===== config.mk =====
export PLATFORM = sky130hd
export DESIGN_NAME = mppc_top
export DESIGN_NICKNAME = d
export VERILOG_FILES = /design/src/mppc_pkg.sv /design/src/mppc_debounce.sv /design/src/mppc_pin_cell.sv /design/src/mppc_top.sv
export SDC_FILE = /design/constraint.sdc
export NUM_CORES = 1
export LEC_CHECK = 0
export ABC_AREA = 1
export BUFFER_PORTS_ARGS = -buffer_cell sky130_fd_sc_hd__buf_2
export CELL_PAD_IN_SITES_DETAIL_PLACEMENT = 1
export CELL_PAD_IN_SITES_GLOBAL_PLACEMENT = 1
export CORE_MARGIN = 4
export CORE_UTILIZATION = 37
export CTS_CLUSTER_DIAMETER = 120
export DETAILED_ROUTE_END_ITERATION = 10
export PLACE_DENSITY_LB_ADDON = 0.1
export SYNTH_ARGS = -nofsm -noshare
export SYNTH_HDL_FRONTEND = slang
export SYNTH_SLANG_ARGS = --single-unit
export TNS_END_PERCENT = 5

===== constraint.sdc =====
create_clock -name mclk -period 3.4 [get_ports mclk]
set_input_delay 0.34 -clock mclk [delete_from_list [all_inputs] [get_ports mclk]]
set_output_delay 0.34 -clock mclk [all_outputs]
set_load 0.01 [all_outputs]

===== src/mppc_pkg.sv =====
// package for the multipurpose pin and power configuration bank
// assumes a single mclk domain and the plain register port of the top module
package mppc_pkg;

  localparam int MPPC_PINS = 12;
  localparam logic [11:0] MPPC_OFF_PIN_LO = 12'h820;
  localparam logic [11:0] MPPC_OFF_PIN_HI = 12'h821;
  localparam logic [11:0] MPPC_OFF_AUXPWR = 12'h822;
  localparam logic [11:0] MPPC_OFF_AUXEN = 12'h824;
  localparam logic [11:0] MPPC_OFF_OSC = 12'h826;
  localparam logic [11:0] MPPC_OFF_DACSET = 12'h827;

  localparam logic [23:0] MPPC_RST_PIN = 24'h000000;
  localparam logic [15:0] MPPC_RST_16 = 16'h0000;

  // writable bit masks; reserved bits are dropped on write and read as zero
  localparam logic [15:0] MPPC_MASK_AUXPWR = 16'h03EF;
  localparam logic [15:0] MPPC_MASK_AUXEN = 16'h8000;
  localparam logic [15:0] MPPC_MASK_OSC = 16'h0004;
  localparam logic [15:0] MPPC_MASK_DACSET = 16'h0003;

  localparam int MPPC_FIL_LSB = 8;
  localparam int MPPC_ADCPD_BIT = 7;
  localparam int MPPC_REFERENCE_BUFFER_POWER_DOWN_BIT = 6;
  localparam int MPPC_REFERENCE_POWER_DOWN_BIT = 5;
  localparam int MPPC_AUXEN_BIT = 15;
  localparam int MPPC_OSC_BIT = 2;
  localparam logic [1:0] MPPC_DAC_INIT = 2'h1;

  // filter select codes
  localparam logic [1:0] MPPC_FIL_HYS4 = 2'h0;
  localparam logic [1:0] MPPC_FIL_HYS5 = 2'h1;
  localparam logic [1:0] MPPC_FIL_BYPASS = 2'h2;
  localparam logic [1:0] MPPC_FIL_NOLPF = 2'h3;

  // debounce: input must stay changed this many mclk cycles plus one (16) before the output follows
  localparam logic [3:0] MPPC_DEB_CYCLES = 4'hF;

  typedef struct packed {
    logic [11:0] addr;
    logic [23:0] wdata;
    logic wr;
    logic rd;
  } mppc_req_t;

  typedef struct packed {
    logic main_adc_power_down;
    logic reference_buffer_power_down;
    logic reference_power_down;
    logic [3:0] dac_power_down;
    logic aux_converter_on;
    logic oscillator_off;
    logic lpf_enable;
    logic hys_enable;
    logic hys_wide;
    logic dac_init;
  } mppc_pwr_t;

endpackage


===== src/mppc_debounce.sv =====
// debounce filter for one synchronised pin input
// assumes the input is already in the mclk domain
`timescale 1ns/1ps
`default_nettype none
module mppc_debounce
  import mppc_pkg::*;
(
  input wire logic mclk,
  input wire logic reset,
  input wire logic din,
  output logic dout
);

  typedef struct packed {
    logic [3:0] cnt;
    logic q;
  } mppc_deb_st_t;

  mppc_deb_st_t st_r;
  mppc_deb_st_t st_nxt;

  always_comb begin
    st_nxt = st_r;
    if (din == st_r.q) begin
      st_nxt.cnt = 4'h0;
    end else if (st_r.cnt == MPPC_DEB_CYCLES) begin
      st_nxt.q = din;
      st_nxt.cnt = 4'h0;
    end else begin
      st_nxt.cnt = st_r.cnt + 4'h1;
    end
  end

  always_ff @(posedge mclk) begin
    if (reset) begin
      st_r <= '0;
    end else begin
      st_r <= st_nxt;
    end
  end

  assign dout = st_r.q;

endmodule
`default_nettype wire


===== src/mppc_pin_cell.sv =====
// one multipurpose pin: function decode, inversion, drive and input path
// assumes pin_in is asynchronous and core signals are on mclk
`timescale 1ns/1ps
`default_nettype none
module mppc_pin_cell
  import mppc_pkg::*;
(
  input wire logic mclk,
  input wire logic reset,
  input wire logic [3:0] pin_function_nibble,
  input wire logic pin_in,
  output logic pin_out,
  output logic pin_oe,
  output logic pull_up_en,
  input wire logic core_out,
  input wire logic serial_out,
  input wire logic serial_dir_out,
  output logic core_in,
  output logic serial_in,
  output logic aux_sel
);

  typedef struct packed {
    logic [2:0] sync;
    logic stable;
  } mppc_pc_st_t;

  mppc_pc_st_t st_r;
  mppc_pc_st_t st_nxt;
  logic deb;
  logic inv;
  logic [2:0] fn;
  logic drv;

  assign inv = pin_function_nibble[3];
  assign fn = pin_function_nibble[2:0];

  // an input change counts once the last two stages agree
  always_comb begin
    st_nxt = st_r;
    st_nxt.sync = {st_r.sync[1:0], pin_in};
    if (st_r.sync[2] == st_r.sync[1]) begin
      st_nxt.stable = st_r.sync[2];
    end
  end

  always_ff @(posedge mclk) begin
    if (reset) begin
      st_r <= '0;
    end else begin
      st_r <= st_nxt;
    end
  end

  mppc_debounce u_deb (
    .mclk(mclk),
    .reset(reset),
    .din(st_r.stable),
    .dout(deb)
  );

  // reserved and no-function codes fall into default: passive, no drive
  always_comb begin
    pin_out = 1'b0;
    pin_oe = 1'b0;
    pull_up_en = 1'b0;
    core_in = 1'b0;
    serial_in = 1'b0;
    aux_sel = 1'b0;
    drv = 1'b0;
    if (pin_function_nibble == 4'hF) begin
      aux_sel = 1'b1;
    end else begin
      case (fn)
        3'h0: begin
          core_in = deb ^ inv;
          pull_up_en = 1'b1;
        end
        3'h1: begin
          core_in = st_r.stable ^ inv;
          pull_up_en = 1'b1;
        end
        3'h2: begin
          drv = core_out ^ inv;
          pin_out = drv;
          pin_oe = 1'b1;
        end
        3'h3: begin
          // open collector: drive low only
          drv = core_out ^ inv;
          pin_out = 1'b0;
          pin_oe = ~drv;
        end
        3'h4: begin
          if (serial_dir_out) begin
            pin_out = serial_out ^ inv;
            pin_oe = 1'b1;
          end else begin
            serial_in = st_r.stable ^ inv;
            pull_up_en = 1'b1;
          end
        end
        default: begin
          pin_oe = 1'b0;
        end
      endcase
    end
  end

endmodule
`default_nettype wire


===== src/mppc_top.sv =====
// register bank for multipurpose pin functions and converter power control
// assumes a same-clock register master: one-cycle strobes, read data next cycle
`timescale 1ns/1ps
`default_nettype none
// What this block does
// - two 24-bit pin function registers hold twelve nibbles, pins 0-5 low then pins 6-11, ascending from bit 0.
// - each pin nibble steers only its own pin.
// - the top bit of a nibble inverts the pin level on its input or output path.
// - the pull-up is on only for a general input or a serial input.
// - codes 0 to 3 are debounced input, raw input, push-pull output and open-collector output; 5 to 7 do nothing.
// - code 1 bypasses the debounce that code 0 applies, and codes 9 and 8 repeat them inverted.
// - code 4 joins the pin to the serial data port and code 12 does so inverted.
// - code 15 makes an auxiliary converter input, 10 and 11 inverted outputs, 13 and 14 are reserved.
// - filter select 0 gives 4-bit and 1 gives 5-bit hysteresis on a 12-bit level.
// - filter select 2 bypasses filter and hysteresis, 3 bypasses only the low-pass filter.
// - the power control register has filter select at 9:8 and power-downs at 7, 6, 5 and 3:0.
// - the auxiliary converter runs only while bit 15 of its enable register is set.
// - bit 2 of the oscillator register stops the crystal oscillator.
// - writing 01 to the dac setup field starts dac initialisation; other values are reserved.
// - the low-pass filter is on by default once the converter runs, and results are 12 bits padded to 16.
module mppc_top
  import mppc_pkg::*;
(
  input wire logic mclk,
  input wire logic reset,
  input wire logic [11:0] reg_addr,
  input wire logic [23:0] reg_wdata,
  input wire logic reg_wr,
  input wire logic reg_rd,
  output logic [23:0] reg_rdata,
  input wire logic [11:0] pin_in,
  output logic [11:0] pin_out,
  output logic [11:0] pin_oe,
  output logic [11:0] pull_up_en,
  input wire logic [11:0] core_out,
  input wire logic [11:0] serial_out,
  input wire logic [11:0] serial_dir_out,
  output logic [11:0] core_in,
  output logic [11:0] serial_in,
  output logic [11:0] aux_sel,
  input wire logic [11:0] aux_raw,
  output logic [15:0] aux_result,
  output logic main_adc_power_down,
  output logic reference_buffer_power_down,
  output logic reference_power_down,
  output logic [3:0] dac_power_down,
  output logic aux_converter_on,
  output logic oscillator_off,
  output logic aux_lpf_enable,
  output logic aux_hys_enable,
  output logic aux_hys_wide,
  output logic dac_init_pulse
);

  typedef struct packed {
    logic [23:0] pin_lo;
    logic [23:0] pin_hi;
    logic [15:0] auxpwr;
    logic [15:0] auxen;
    logic [15:0] osc;
    logic [15:0] dacset;
    logic [23:0] rdata;
    logic init_p;
    logic [11:0] aux_lp;
    logic [11:0] aux_held;
  } mppc_st_t;

  mppc_st_t st_r;
  mppc_st_t st_nxt;
  mppc_req_t req;
  mppc_pwr_t pwr;
  logic [47:0] pin_cfg;
  logic [1:0] fil;
  logic [11:0] aux_src;
  logic [11:0] diff;
  logic [11:0] thr;

  assign req = '{addr: reg_addr, wdata: reg_wdata, wr: reg_wr, rd: reg_rd};
  assign pin_cfg = {st_r.pin_hi, st_r.pin_lo};
  assign fil = st_r.auxpwr[MPPC_FIL_LSB +: 2];

  ////////////////////////////////////////////////////////////////////////
  // register file and aux path

  always_comb begin
    st_nxt = st_r;
    st_nxt.init_p = 1'b0;
    st_nxt.rdata = 24'h000000;
    if (req.wr) begin
      case (req.addr)
        MPPC_OFF_PIN_LO: st_nxt.pin_lo = req.wdata;
        MPPC_OFF_PIN_HI: st_nxt.pin_hi = req.wdata;
        MPPC_OFF_AUXPWR: st_nxt.auxpwr = req.wdata[15:0] & MPPC_MASK_AUXPWR;
        MPPC_OFF_AUXEN: st_nxt.auxen = req.wdata[15:0] & MPPC_MASK_AUXEN;
        MPPC_OFF_OSC: st_nxt.osc = req.wdata[15:0] & MPPC_MASK_OSC;
        MPPC_OFF_DACSET: begin
          st_nxt.dacset = req.wdata[15:0] & MPPC_MASK_DACSET;
          st_nxt.init_p = (req.wdata[1:0] == MPPC_DAC_INIT);
        end
        default: st_nxt.dacset = st_r.dacset;
      endcase
    end
    if (req.rd) begin
      case (req.addr)
        MPPC_OFF_PIN_LO: st_nxt.rdata = st_r.pin_lo;
        MPPC_OFF_PIN_HI: st_nxt.rdata = st_r.pin_hi;
        MPPC_OFF_AUXPWR: st_nxt.rdata = {8'h00, st_r.auxpwr};
        MPPC_OFF_AUXEN: st_nxt.rdata = {8'h00, st_r.auxen};
        MPPC_OFF_OSC: st_nxt.rdata = {8'h00, st_r.osc};
        MPPC_OFF_DACSET: st_nxt.rdata = {8'h00, st_r.dacset};
        default: st_nxt.rdata = 24'h000000;
      endcase
    end
    // first-order low-pass, one eighth step; cheap and enough to still lsb jitter
    if (!pwr.aux_converter_on) begin
      st_nxt.aux_lp = 12'h000;
      st_nxt.aux_held = 12'h000;
    end else begin
      if (pwr.lpf_enable) begin
        // all operands signed, so a falling input steps down instead of wrapping
        st_nxt.aux_lp = 12'($signed({1'b0, st_r.aux_lp}) + ($signed({1'b0, aux_raw}) - $signed({1'b0, st_r.aux_lp})) / 8);
      end else begin
        st_nxt.aux_lp = aux_raw;
      end
      if (!pwr.hys_enable || diff >= thr) begin
        st_nxt.aux_held = aux_src;
      end
    end
  end

  always_ff @(posedge mclk) begin
    if (reset) begin
      st_r <= '0;
    end else begin
      st_r <= st_nxt;
    end
  end

  ////////////////////////////////////////////////////////////////////////
  // decoded controls

  always_comb begin
    pwr.main_adc_power_down = st_r.auxpwr[MPPC_ADCPD_BIT];
    pwr.reference_buffer_power_down = st_r.auxpwr[MPPC_REFERENCE_BUFFER_POWER_DOWN_BIT];
    pwr.reference_power_down = st_r.auxpwr[MPPC_REFERENCE_POWER_DOWN_BIT];
    pwr.dac_power_down = {st_r.auxpwr[0], st_r.auxpwr[1], st_r.auxpwr[2], st_r.auxpwr[3]};
    pwr.aux_converter_on = st_r.auxen[MPPC_AUXEN_BIT];
    pwr.oscillator_off = st_r.osc[MPPC_OSC_BIT];
    pwr.lpf_enable = pwr.aux_converter_on && (fil == MPPC_FIL_HYS4 || fil == MPPC_FIL_HYS5);
    pwr.hys_enable = (fil != MPPC_FIL_BYPASS);
    pwr.hys_wide = (fil == MPPC_FIL_HYS5);
    pwr.dac_init = st_r.init_p;
  end

  assign aux_src = st_r.aux_lp;
  assign diff = (aux_src > st_r.aux_held) ? aux_src - st_r.aux_held : st_r.aux_held - aux_src;
  assign thr = pwr.hys_wide ? 12'h020 : 12'h010;

  assign main_adc_power_down = pwr.main_adc_power_down;
  assign reference_buffer_power_down = pwr.reference_buffer_power_down;
  assign reference_power_down = pwr.reference_power_down;
  assign dac_power_down = pwr.dac_power_down;
  assign aux_converter_on = pwr.aux_converter_on;
  assign oscillator_off = pwr.oscillator_off;
  assign aux_lpf_enable = pwr.lpf_enable;
  assign aux_hys_enable = pwr.hys_enable;
  assign aux_hys_wide = pwr.hys_wide;
  assign dac_init_pulse = pwr.dac_init;
  assign aux_result = {st_r.aux_held, 4'h0};
  assign reg_rdata = st_r.rdata;

  ////////////////////////////////////////////////////////////////////////
  // pin cells, one per nibble

  genvar g;
  generate
    for (g = 0; g < MPPC_PINS; g++) begin : g_pin
      mppc_pin_cell u_cell (
        .mclk(mclk),
        .reset(reset),
        .pin_function_nibble(pin_cfg[4*g +: 4]),
        .pin_in(pin_in[g]),
        .pin_out(pin_out[g]),
        .pin_oe(pin_oe[g]),
        .pull_up_en(pull_up_en[g]),
        .core_out(core_out[g]),
        .serial_out(serial_out[g]),
        .serial_dir_out(serial_dir_out[g]),
        .core_in(core_in[g]),
        .serial_in(serial_in[g]),
        .aux_sel(aux_sel[g])
      );
    end
  endgenerate

  ////////////////////////////////////////////////////////////////////////
  // assertions

  aux_enable_follows_a: assert property (@(posedge mclk) disable iff (reset)
    (reg_wr && reg_addr == MPPC_OFF_AUXEN) |=> (aux_converter_on == $past(reg_wdata[15])))
    else $error("aux enable does not follow write");
  osc_off_follows_a: assert property (@(posedge mclk) disable iff (reset)
    (reg_wr && reg_addr == MPPC_OFF_OSC) |=> (oscillator_off == $past(reg_wdata[2])))
    else $error("oscillator power-down does not follow write");
  dac_init_pulse_a: assert property (@(posedge mclk) disable iff (reset)
    (reg_wr && reg_addr == MPPC_OFF_DACSET) |=> (dac_init_pulse == ($past(reg_wdata[1:0]) == 2'h1)))
    else $error("dac init pulse wrong");
  dac_init_single_a: assert property (@(posedge mclk) disable iff (reset)
    dac_init_pulse |=> !dac_init_pulse || $past(reg_wr))
    else $error("dac init pulse too long");
  reserved_zero_a: assert property (@(posedge mclk) disable iff (reset)
    (reg_rd && reg_addr == MPPC_OFF_AUXPWR) |=> (reg_rdata[23:10] == 14'h0000 && reg_rdata[4] == 1'b0))
    else $error("reserved bits read non-zero");
  pin_low_read_a: assert property (@(posedge mclk) disable iff (reset)
    (reg_wr && reg_addr == MPPC_OFF_PIN_LO) ##1 (reg_rd && reg_addr == MPPC_OFF_PIN_LO)
    |=> (reg_rdata == $past(reg_wdata, 2)))
    else $error("pin register readback wrong");
  pullup_decode_a: assert property (@(posedge mclk) disable iff (reset)
    (pin_cfg[15:12] == 4'h2 || pin_cfg[15:12] == 4'hF) |-> !pull_up_en[3])
    else $error("pull-up on for non-input");
  passive_reserved_a: assert property (@(posedge mclk) disable iff (reset)
    (pin_cfg[35:32] inside {4'h5, 4'h6, 4'h7, 4'hD, 4'hE}) |-> !pin_oe[8])
    else $error("reserved code drives pin");
  power_bits_a: assert property (@(posedge mclk) disable iff (reset)
    (reg_wr && reg_addr == MPPC_OFF_AUXPWR) |=> (main_adc_power_down == $past(reg_wdata[7])
    && dac_power_down[0] == $past(reg_wdata[3])))
    else $error("power-down bits wrong");
  bypass_mode_a: assert property (@(posedge mclk) disable iff (reset)
    (fil == MPPC_FIL_BYPASS) |-> (!aux_hys_enable && !aux_lpf_enable))
    else $error("bypass mode not honoured");
  unmapped_read_a: assert property (@(posedge mclk) disable iff (reset)
    (reg_rd && reg_addr == 12'h825) |=> (reg_rdata == 24'h000000))
    else $error("unmapped read non-zero");

  // pin decode checks watch pin 3 and pin 8, the pins the bench sweeps
  push_pull_a: assert property (@(posedge mclk) disable iff (reset)
    (pin_cfg[15:12] == 4'h2) |-> (pin_oe[3] && pin_out[3] == core_out[3]))
    else $error("push-pull output wrong");
  inverted_output_a: assert property (@(posedge mclk) disable iff (reset)
    (pin_cfg[15:12] == 4'hA) |-> (pin_oe[3] && pin_out[3] == !core_out[3]))
    else $error("inverted output wrong");
  open_collector_a: assert property (@(posedge mclk) disable iff (reset)
    (pin_cfg[15:12] == 4'h3) |-> (!pin_out[3] && pin_oe[3] == !core_out[3]))
    else $error("open-collector output wrong");
  inv_open_collector_a: assert property (@(posedge mclk) disable iff (reset)
    (pin_cfg[15:12] == 4'hB) |-> (!pin_out[3] && pin_oe[3] == core_out[3]))
    else $error("inverted open-collector wrong");
  aux_input_a: assert property (@(posedge mclk) disable iff (reset)
    (pin_cfg[35:32] == 4'hF) |-> (aux_sel[8] && !pin_oe[8] && !pull_up_en[8]))
    else $error("aux input pin wrong");
  gpio_input_a: assert property (@(posedge mclk) disable iff (reset)
    (pin_cfg[15:12] inside {4'h0, 4'h1, 4'h8, 4'h9}) |-> (pull_up_en[3] && !pin_oe[3]))
    else $error("gpio input pin wrong");
  serial_input_a: assert property (@(posedge mclk) disable iff (reset)
    (pin_cfg[15:12] == 4'h4 && !serial_dir_out[3]) |-> (pull_up_en[3] && !pin_oe[3]))
    else $error("serial input pin wrong");
  hys_wide_a: assert property (@(posedge mclk) disable iff (reset)
    (fil == MPPC_FIL_HYS5) |-> (aux_hys_enable && aux_hys_wide))
    else $error("wide hysteresis not selected");
  lpf_bypass_a: assert property (@(posedge mclk) disable iff (reset)
    (fil == MPPC_FIL_NOLPF) |-> (aux_hys_enable && !aux_lpf_enable))
    else $error("low-pass bypass not honoured");
  lpf_default_a: assert property (@(posedge mclk) disable iff (reset)
    (aux_converter_on && fil == MPPC_FIL_HYS4) |-> aux_lpf_enable)
    else $error("low-pass filter not on by default");
  result_pad_a: assert property (@(posedge mclk) disable iff (reset)
    aux_result[3:0] == 4'h0)
    else $error("aux result padding non-zero");
  aux_off_clear_a: assert property (@(posedge mclk) disable iff (reset)
    !aux_converter_on |=> (aux_result == 16'h0000))
    else $error("aux result held while converter off");
  ref_bits_a: assert property (@(posedge mclk) disable iff (reset)
    (reg_wr && reg_addr == MPPC_OFF_AUXPWR) |=>
    (reference_buffer_power_down == $past(reg_wdata[6]) && reference_power_down == $past(reg_wdata[5])
    && dac_power_down[3] == $past(reg_wdata[0])))
    else $error("reference or dac power-down bits wrong");
  unmapped_write_a: assert property (@(posedge mclk) disable iff (reset)
    (reg_wr && reg_addr == 12'h823) |=> ($stable(main_adc_power_down) && $stable(aux_converter_on)
    && $stable(oscillator_off) && $stable(dac_power_down)))
    else $error("unmapped write changed a control");
  read_idle_a: assert property (@(posedge mclk) disable iff (reset)
    !reg_rd |=> (reg_rdata == 24'h000000))
    else $error("read data outside read cycle");
  osc_reserved_a: assert property (@(posedge mclk) disable iff (reset)
    (reg_rd && reg_addr == MPPC_OFF_OSC) |=> (reg_rdata[23:3] == 21'h000000 && reg_rdata[1:0] == 2'h0))
    else $error("oscillator reserved bits non-zero");
  dacset_reserved_a: assert property (@(posedge mclk) disable iff (reset)
    (reg_rd && reg_addr == MPPC_OFF_DACSET) |=> (reg_rdata[23:2] == 22'h000000))
    else $error("dac setup reserved bits non-zero");

  aux_on_c: cover property (@(posedge mclk) disable iff (reset) aux_converter_on && aux_lpf_enable);
  dac_init_c: cover property (@(posedge mclk) disable iff (reset) dac_init_pulse);
  pin_drive_c: cover property (@(posedge mclk) disable iff (reset) pin_oe[3] && !pin_out[3]);
  bypass_c: cover property (@(posedge mclk) disable iff (reset) aux_converter_on && fil == MPPC_FIL_BYPASS);

endmodule
`default_nettype wire


==> implementation parameters <==
Parameter                              Value

Floorplan
  Die footprint    around 37000 µm²
  Chip Width    approximately 190 µm
  Starting density of the core    37.6%
  Core outline area    ~34000 µm²
  Number of top-level pins    ~230
  Die H    between 150 and 200 µm
  # rows    67

Detailed routing
  Remaining number of nets flagged by the antenna check after routing    0
  Routed len/inst    around 16 µm
  Number of vias after detailed routing    ~12000
  DRT Pass-1 Iters    4
  Via density per instance    between 4 and 5
  Violation count after the first detailed-routing iteration    between 300 and 400
  DRC errors left    0
  Routed WL    a little under 40000 µm

Clocking
  Number of clock buffers inserted by TritonCTS    26
  Clock transition at path regs    ~0.060 ns
  Clock tree from TritonCTS    done
  Clk sinks    ~220
  Source-to-sink clock delay at the later pin of the worst-skew pair    0.53 ns
  Clk Tree Root Cell    clkbuf_16
  Max Root-Sink Buffers    3
  H-tree depth reported by CTS    1

Final layout
  Layout cell share with drive strength beyond 1    a little over a fifth
  Total of fill cells in the finished design    ~4300
  Layout-stage area growth over the synthesis result    18.2%
  Count of placed standard cells in the final layout, fillers left out    ~2400
  Number of diodes added for antenna fixing    0
  Post-route cell area    14900 µm²
  Final #Nets    between 2000 and 2500

Yosys
  Syn_area_per_cell    7.18 µm²
  Share of synthesized registers carrying an async set or reset    0%
  Top_reg_cell synth    dfxtp_1
  Share of the yosys chip area belonging to registers    34.6%
  Cell count after synthesis    between 1500 and 2000
  Count of cell types in the netlist    43
  #FFs+latches synth    between 200 and 250
  Most common cell in the netlist    nor2_1
  Fraction of synthesized cell area taken by the top area cell type    about 35%
  Total standard cell area after synthesis    12600 µm²
  EDFF count, synth    0
  Synth area leader    dfxtp_1
  Top post-synthesis cells by area    dfxtp_1 (35%), nor2_1 (8.2%), inv_1 (7.7%)
  Leading cell types by count after synthesis    nor2_1 (277), inv_1 (259), dfxtp_1 (218), nand2_1 (217), buf_4 (118)
  Warnings, synthesis    0

STA
  Clock skew    around 0.023 ns
  Maximum clock rate    roughly 300 MHz
  Hold WS    0.0218 ns
  Post-layout minimum cycle time    ~3.3 ns
  Post-route clock period utilization    slightly below 100%
  Setup repair after global routing missed its margin    yes
  Worst rel slew slack    between 40% and 50%
  Setup-failing EPs final    0
  Hold Vio Cnt, Final    0
  Final-report max-slew violation count    0
  Measured slew at the worst slew-check pin    roughly 0.85 ns
  Setup_tns    0 ns

Pwr
  P_sw    1350 µW
  Part of the power in the clock network    about half
  Switching portion of total power    a little under a quarter
  Worst voltage drop across the vdd grid    slightly above 0.3 mV
  Static leakage    0.00686 µW
  Power, Total    5730 µW
  Power Internal    around 4400 µW
  Combinational fraction of design power    about 5.7%
  Power density over the cells    384 nW/µm²
  Part of the total power dissipated in sequential elements    45.1%

Setup path
  Crit path launch type    flip-flop
  Critical Path AT    around 3.7 ns
  Critical path capture point type    flip-flop
  Launch point of the worst reg-to-reg path    aux_src[0]
  Length in cells of the worst reg-to-reg path    27
  Largest fanout on the critical path    10
  Data required time at the worst endpoint    around 3.8 ns
  R2R setup slack    0.11 ns
  Worst reg2reg endpoint    aux_result[6]
  Startpoint-to-endpoint class of the critical path    flip-flop to flip-flop

Global routing
  Overall routing resource usage    roughly 20%
  Number of antenna violations at the first check in global routing    2
  Via count of the first global-routing pass    12100
  Sum of overflow across all layers after global routing    0
  First-pass GRT wire length    about 60000 µm
  Pin count of the biggest net entering global routing    76

Placement
  Placed standard-cell area    between 10000 and 15000 µm²
  Count of input and output buffers    between 200 and 250
  DPL Wire Length    ~30000 µm
  GPL Wtd Cong    ~0.87
  # placed instances    2323

Worst hold path
  Kind of path behind the tightest hold check    primary input to flip-flop
  Worst hold path endpoint    g_pin[1].u_cell.st_nxt[2]
  Hold Path Origin    pin_in[1]
  Number of stages on the worst hold path    3

Flow run
  Count of max-cap constraint violations    0

Status
  Outcome    complete, no violations
## through the flow
step	util, %	worst slack, ns
after floorplan	-	0.126
after global placement	40.8	0.0369
after detailed placement	40.8	-0.0367
after CTS	43.5	0.00874
after global routing	44.4	-0.0808
final	44.4	0.115
## cell type report
class	instances	area, µm²	share of cell area, %
well taps	448	561	3.76
clock inverters	16	158	1.06
flip-flops and latches	218	4380	29.3
repair buffers	293	1720	11.5
clock buffers	32	723	4.85
multi-input cells	1113	6400	42.9
inverters	261	982	6.58
## placed cells by master, fill, tap and decap left out, drive strengths merged, types with 9 or more instances in the layout
cell type  synthesis  routed
buf              134     288
nor2             282     282
inv              261     261
nand2            221     221
dfxtp            218     218
nand3            106     106
a21oi             97      97
o21ai             68      68
ha                60      60
a211oi            58      58
xnor2             57      57
clkbuf            36      34
xor2              30      30
nor3              29      29
o211ai            19      19
nand4             18      18
o22ai             18      18
a22oi             13      13
clkinv             0       9
## repair_timing
action                     4_1_cts  5_1_grt
pin swaps                        3        8
setup endpoints to repair       12       19
cloned                           0        2
resized for setup                3       54
buffers inserted                 1        4
hold buffers                     3        0
hold endpoints to repair         3        0
## logic make-up after synthesis
| kind of cell | Yosys count | share of synthesized area, % |
|---|---|---|
| DFF | 218 | 34.6 |
| buffers and inverters | 431 | 16.5 |
| muxes | 1 | 0.0793 |
| xor gates and xnor gates | 87 | 6.04 |
| other | 1 | 0.0297 |
| AOI/OAI and AO/OA | 290 | 13.9 |
| adders and majority gates | 65 | 6.74 |
| and+or+nand+nor | 666 | 22.1 |
## flip-flops by register name (all words and copies together), names as in the netlist
name                         count
st_r                             2
g_pin.u_cell.st_nxt             24
fil                              2
pin_cfg                         48
oscillator_off                   1
aux_result                      12
main_adc_power_down              1
g_pin.u_cell.u_deb.st_r         48
dac_power_down                   4
aux_converter_on                 1
aux_src                         12
g_pin.u_cell.st_r               24
reference_power_down             1
g_pin.u_cell.u_deb.dout         12
dac_init_pulse                   1
reference_buffer_power_down      1
reg_rdata                       24
## metal layers
metal	vias to the layer above	GRT usage [%]	routed length, µm
met4	4	4.66	681
met3	43	3.27	1930
li1	5878	-	-
met2	225	34.1	18000
met1	5412	27.4	18200
met5	-	0	33
## critical path: stages (launching register included)
cell and delay (ns):
dfxtp_2 0.33, inv_2 0.05, ha_4 0.15, fa_2 0.39, inv_2 0.08, nand3_4 0.07, nand2_2 0.08, nand3_2 0.06
nand3_2 0.09, nand2_4 0.08, inv_4 0.07, nand3_2 0.06, o21ai_2 0.07, xnor2_1 0.13, inv_1 0.09, ha_4 0.27
nand2_1 0.04, nor2_1 0.10, nand4_1 0.10, a21oi_1 0.14, nor2_1 0.06, nor2_1 0.11, nor2_2 0.06, nand3_2 0.09
nor2_4 0.07, clkbuf_16 0.17, nor2_1 0.10, nor2_1 0.06
## worst max path at each step
stage,from,to,cells after the start
after global routing,aux_src[0],aux_result[15],28
after floorplan,aux_src[0],aux_result[5],28
after detailed placement,aux_src[0],aux_result[11],28
final,aux_src[0],aux_result[6],27
after global placement,aux_raw[0],aux_src[8],18
after CTS,aux_src[0],aux_result[7],28
## power by group through the flow
stage / registers [µW] / logic (µW) / clock network [µW]
after floorplan: 2630 / 175 / 0
after global placement: 2640 / 312 / 0
after detailed placement: 2640 / 318 / 0
after CTS: 2580 / 323 / 2900
after global routing: 2580 / 367 / 3020
final: 2580 / 325 / 2820
Note: power is estimated with default switching activity, not from simulation.
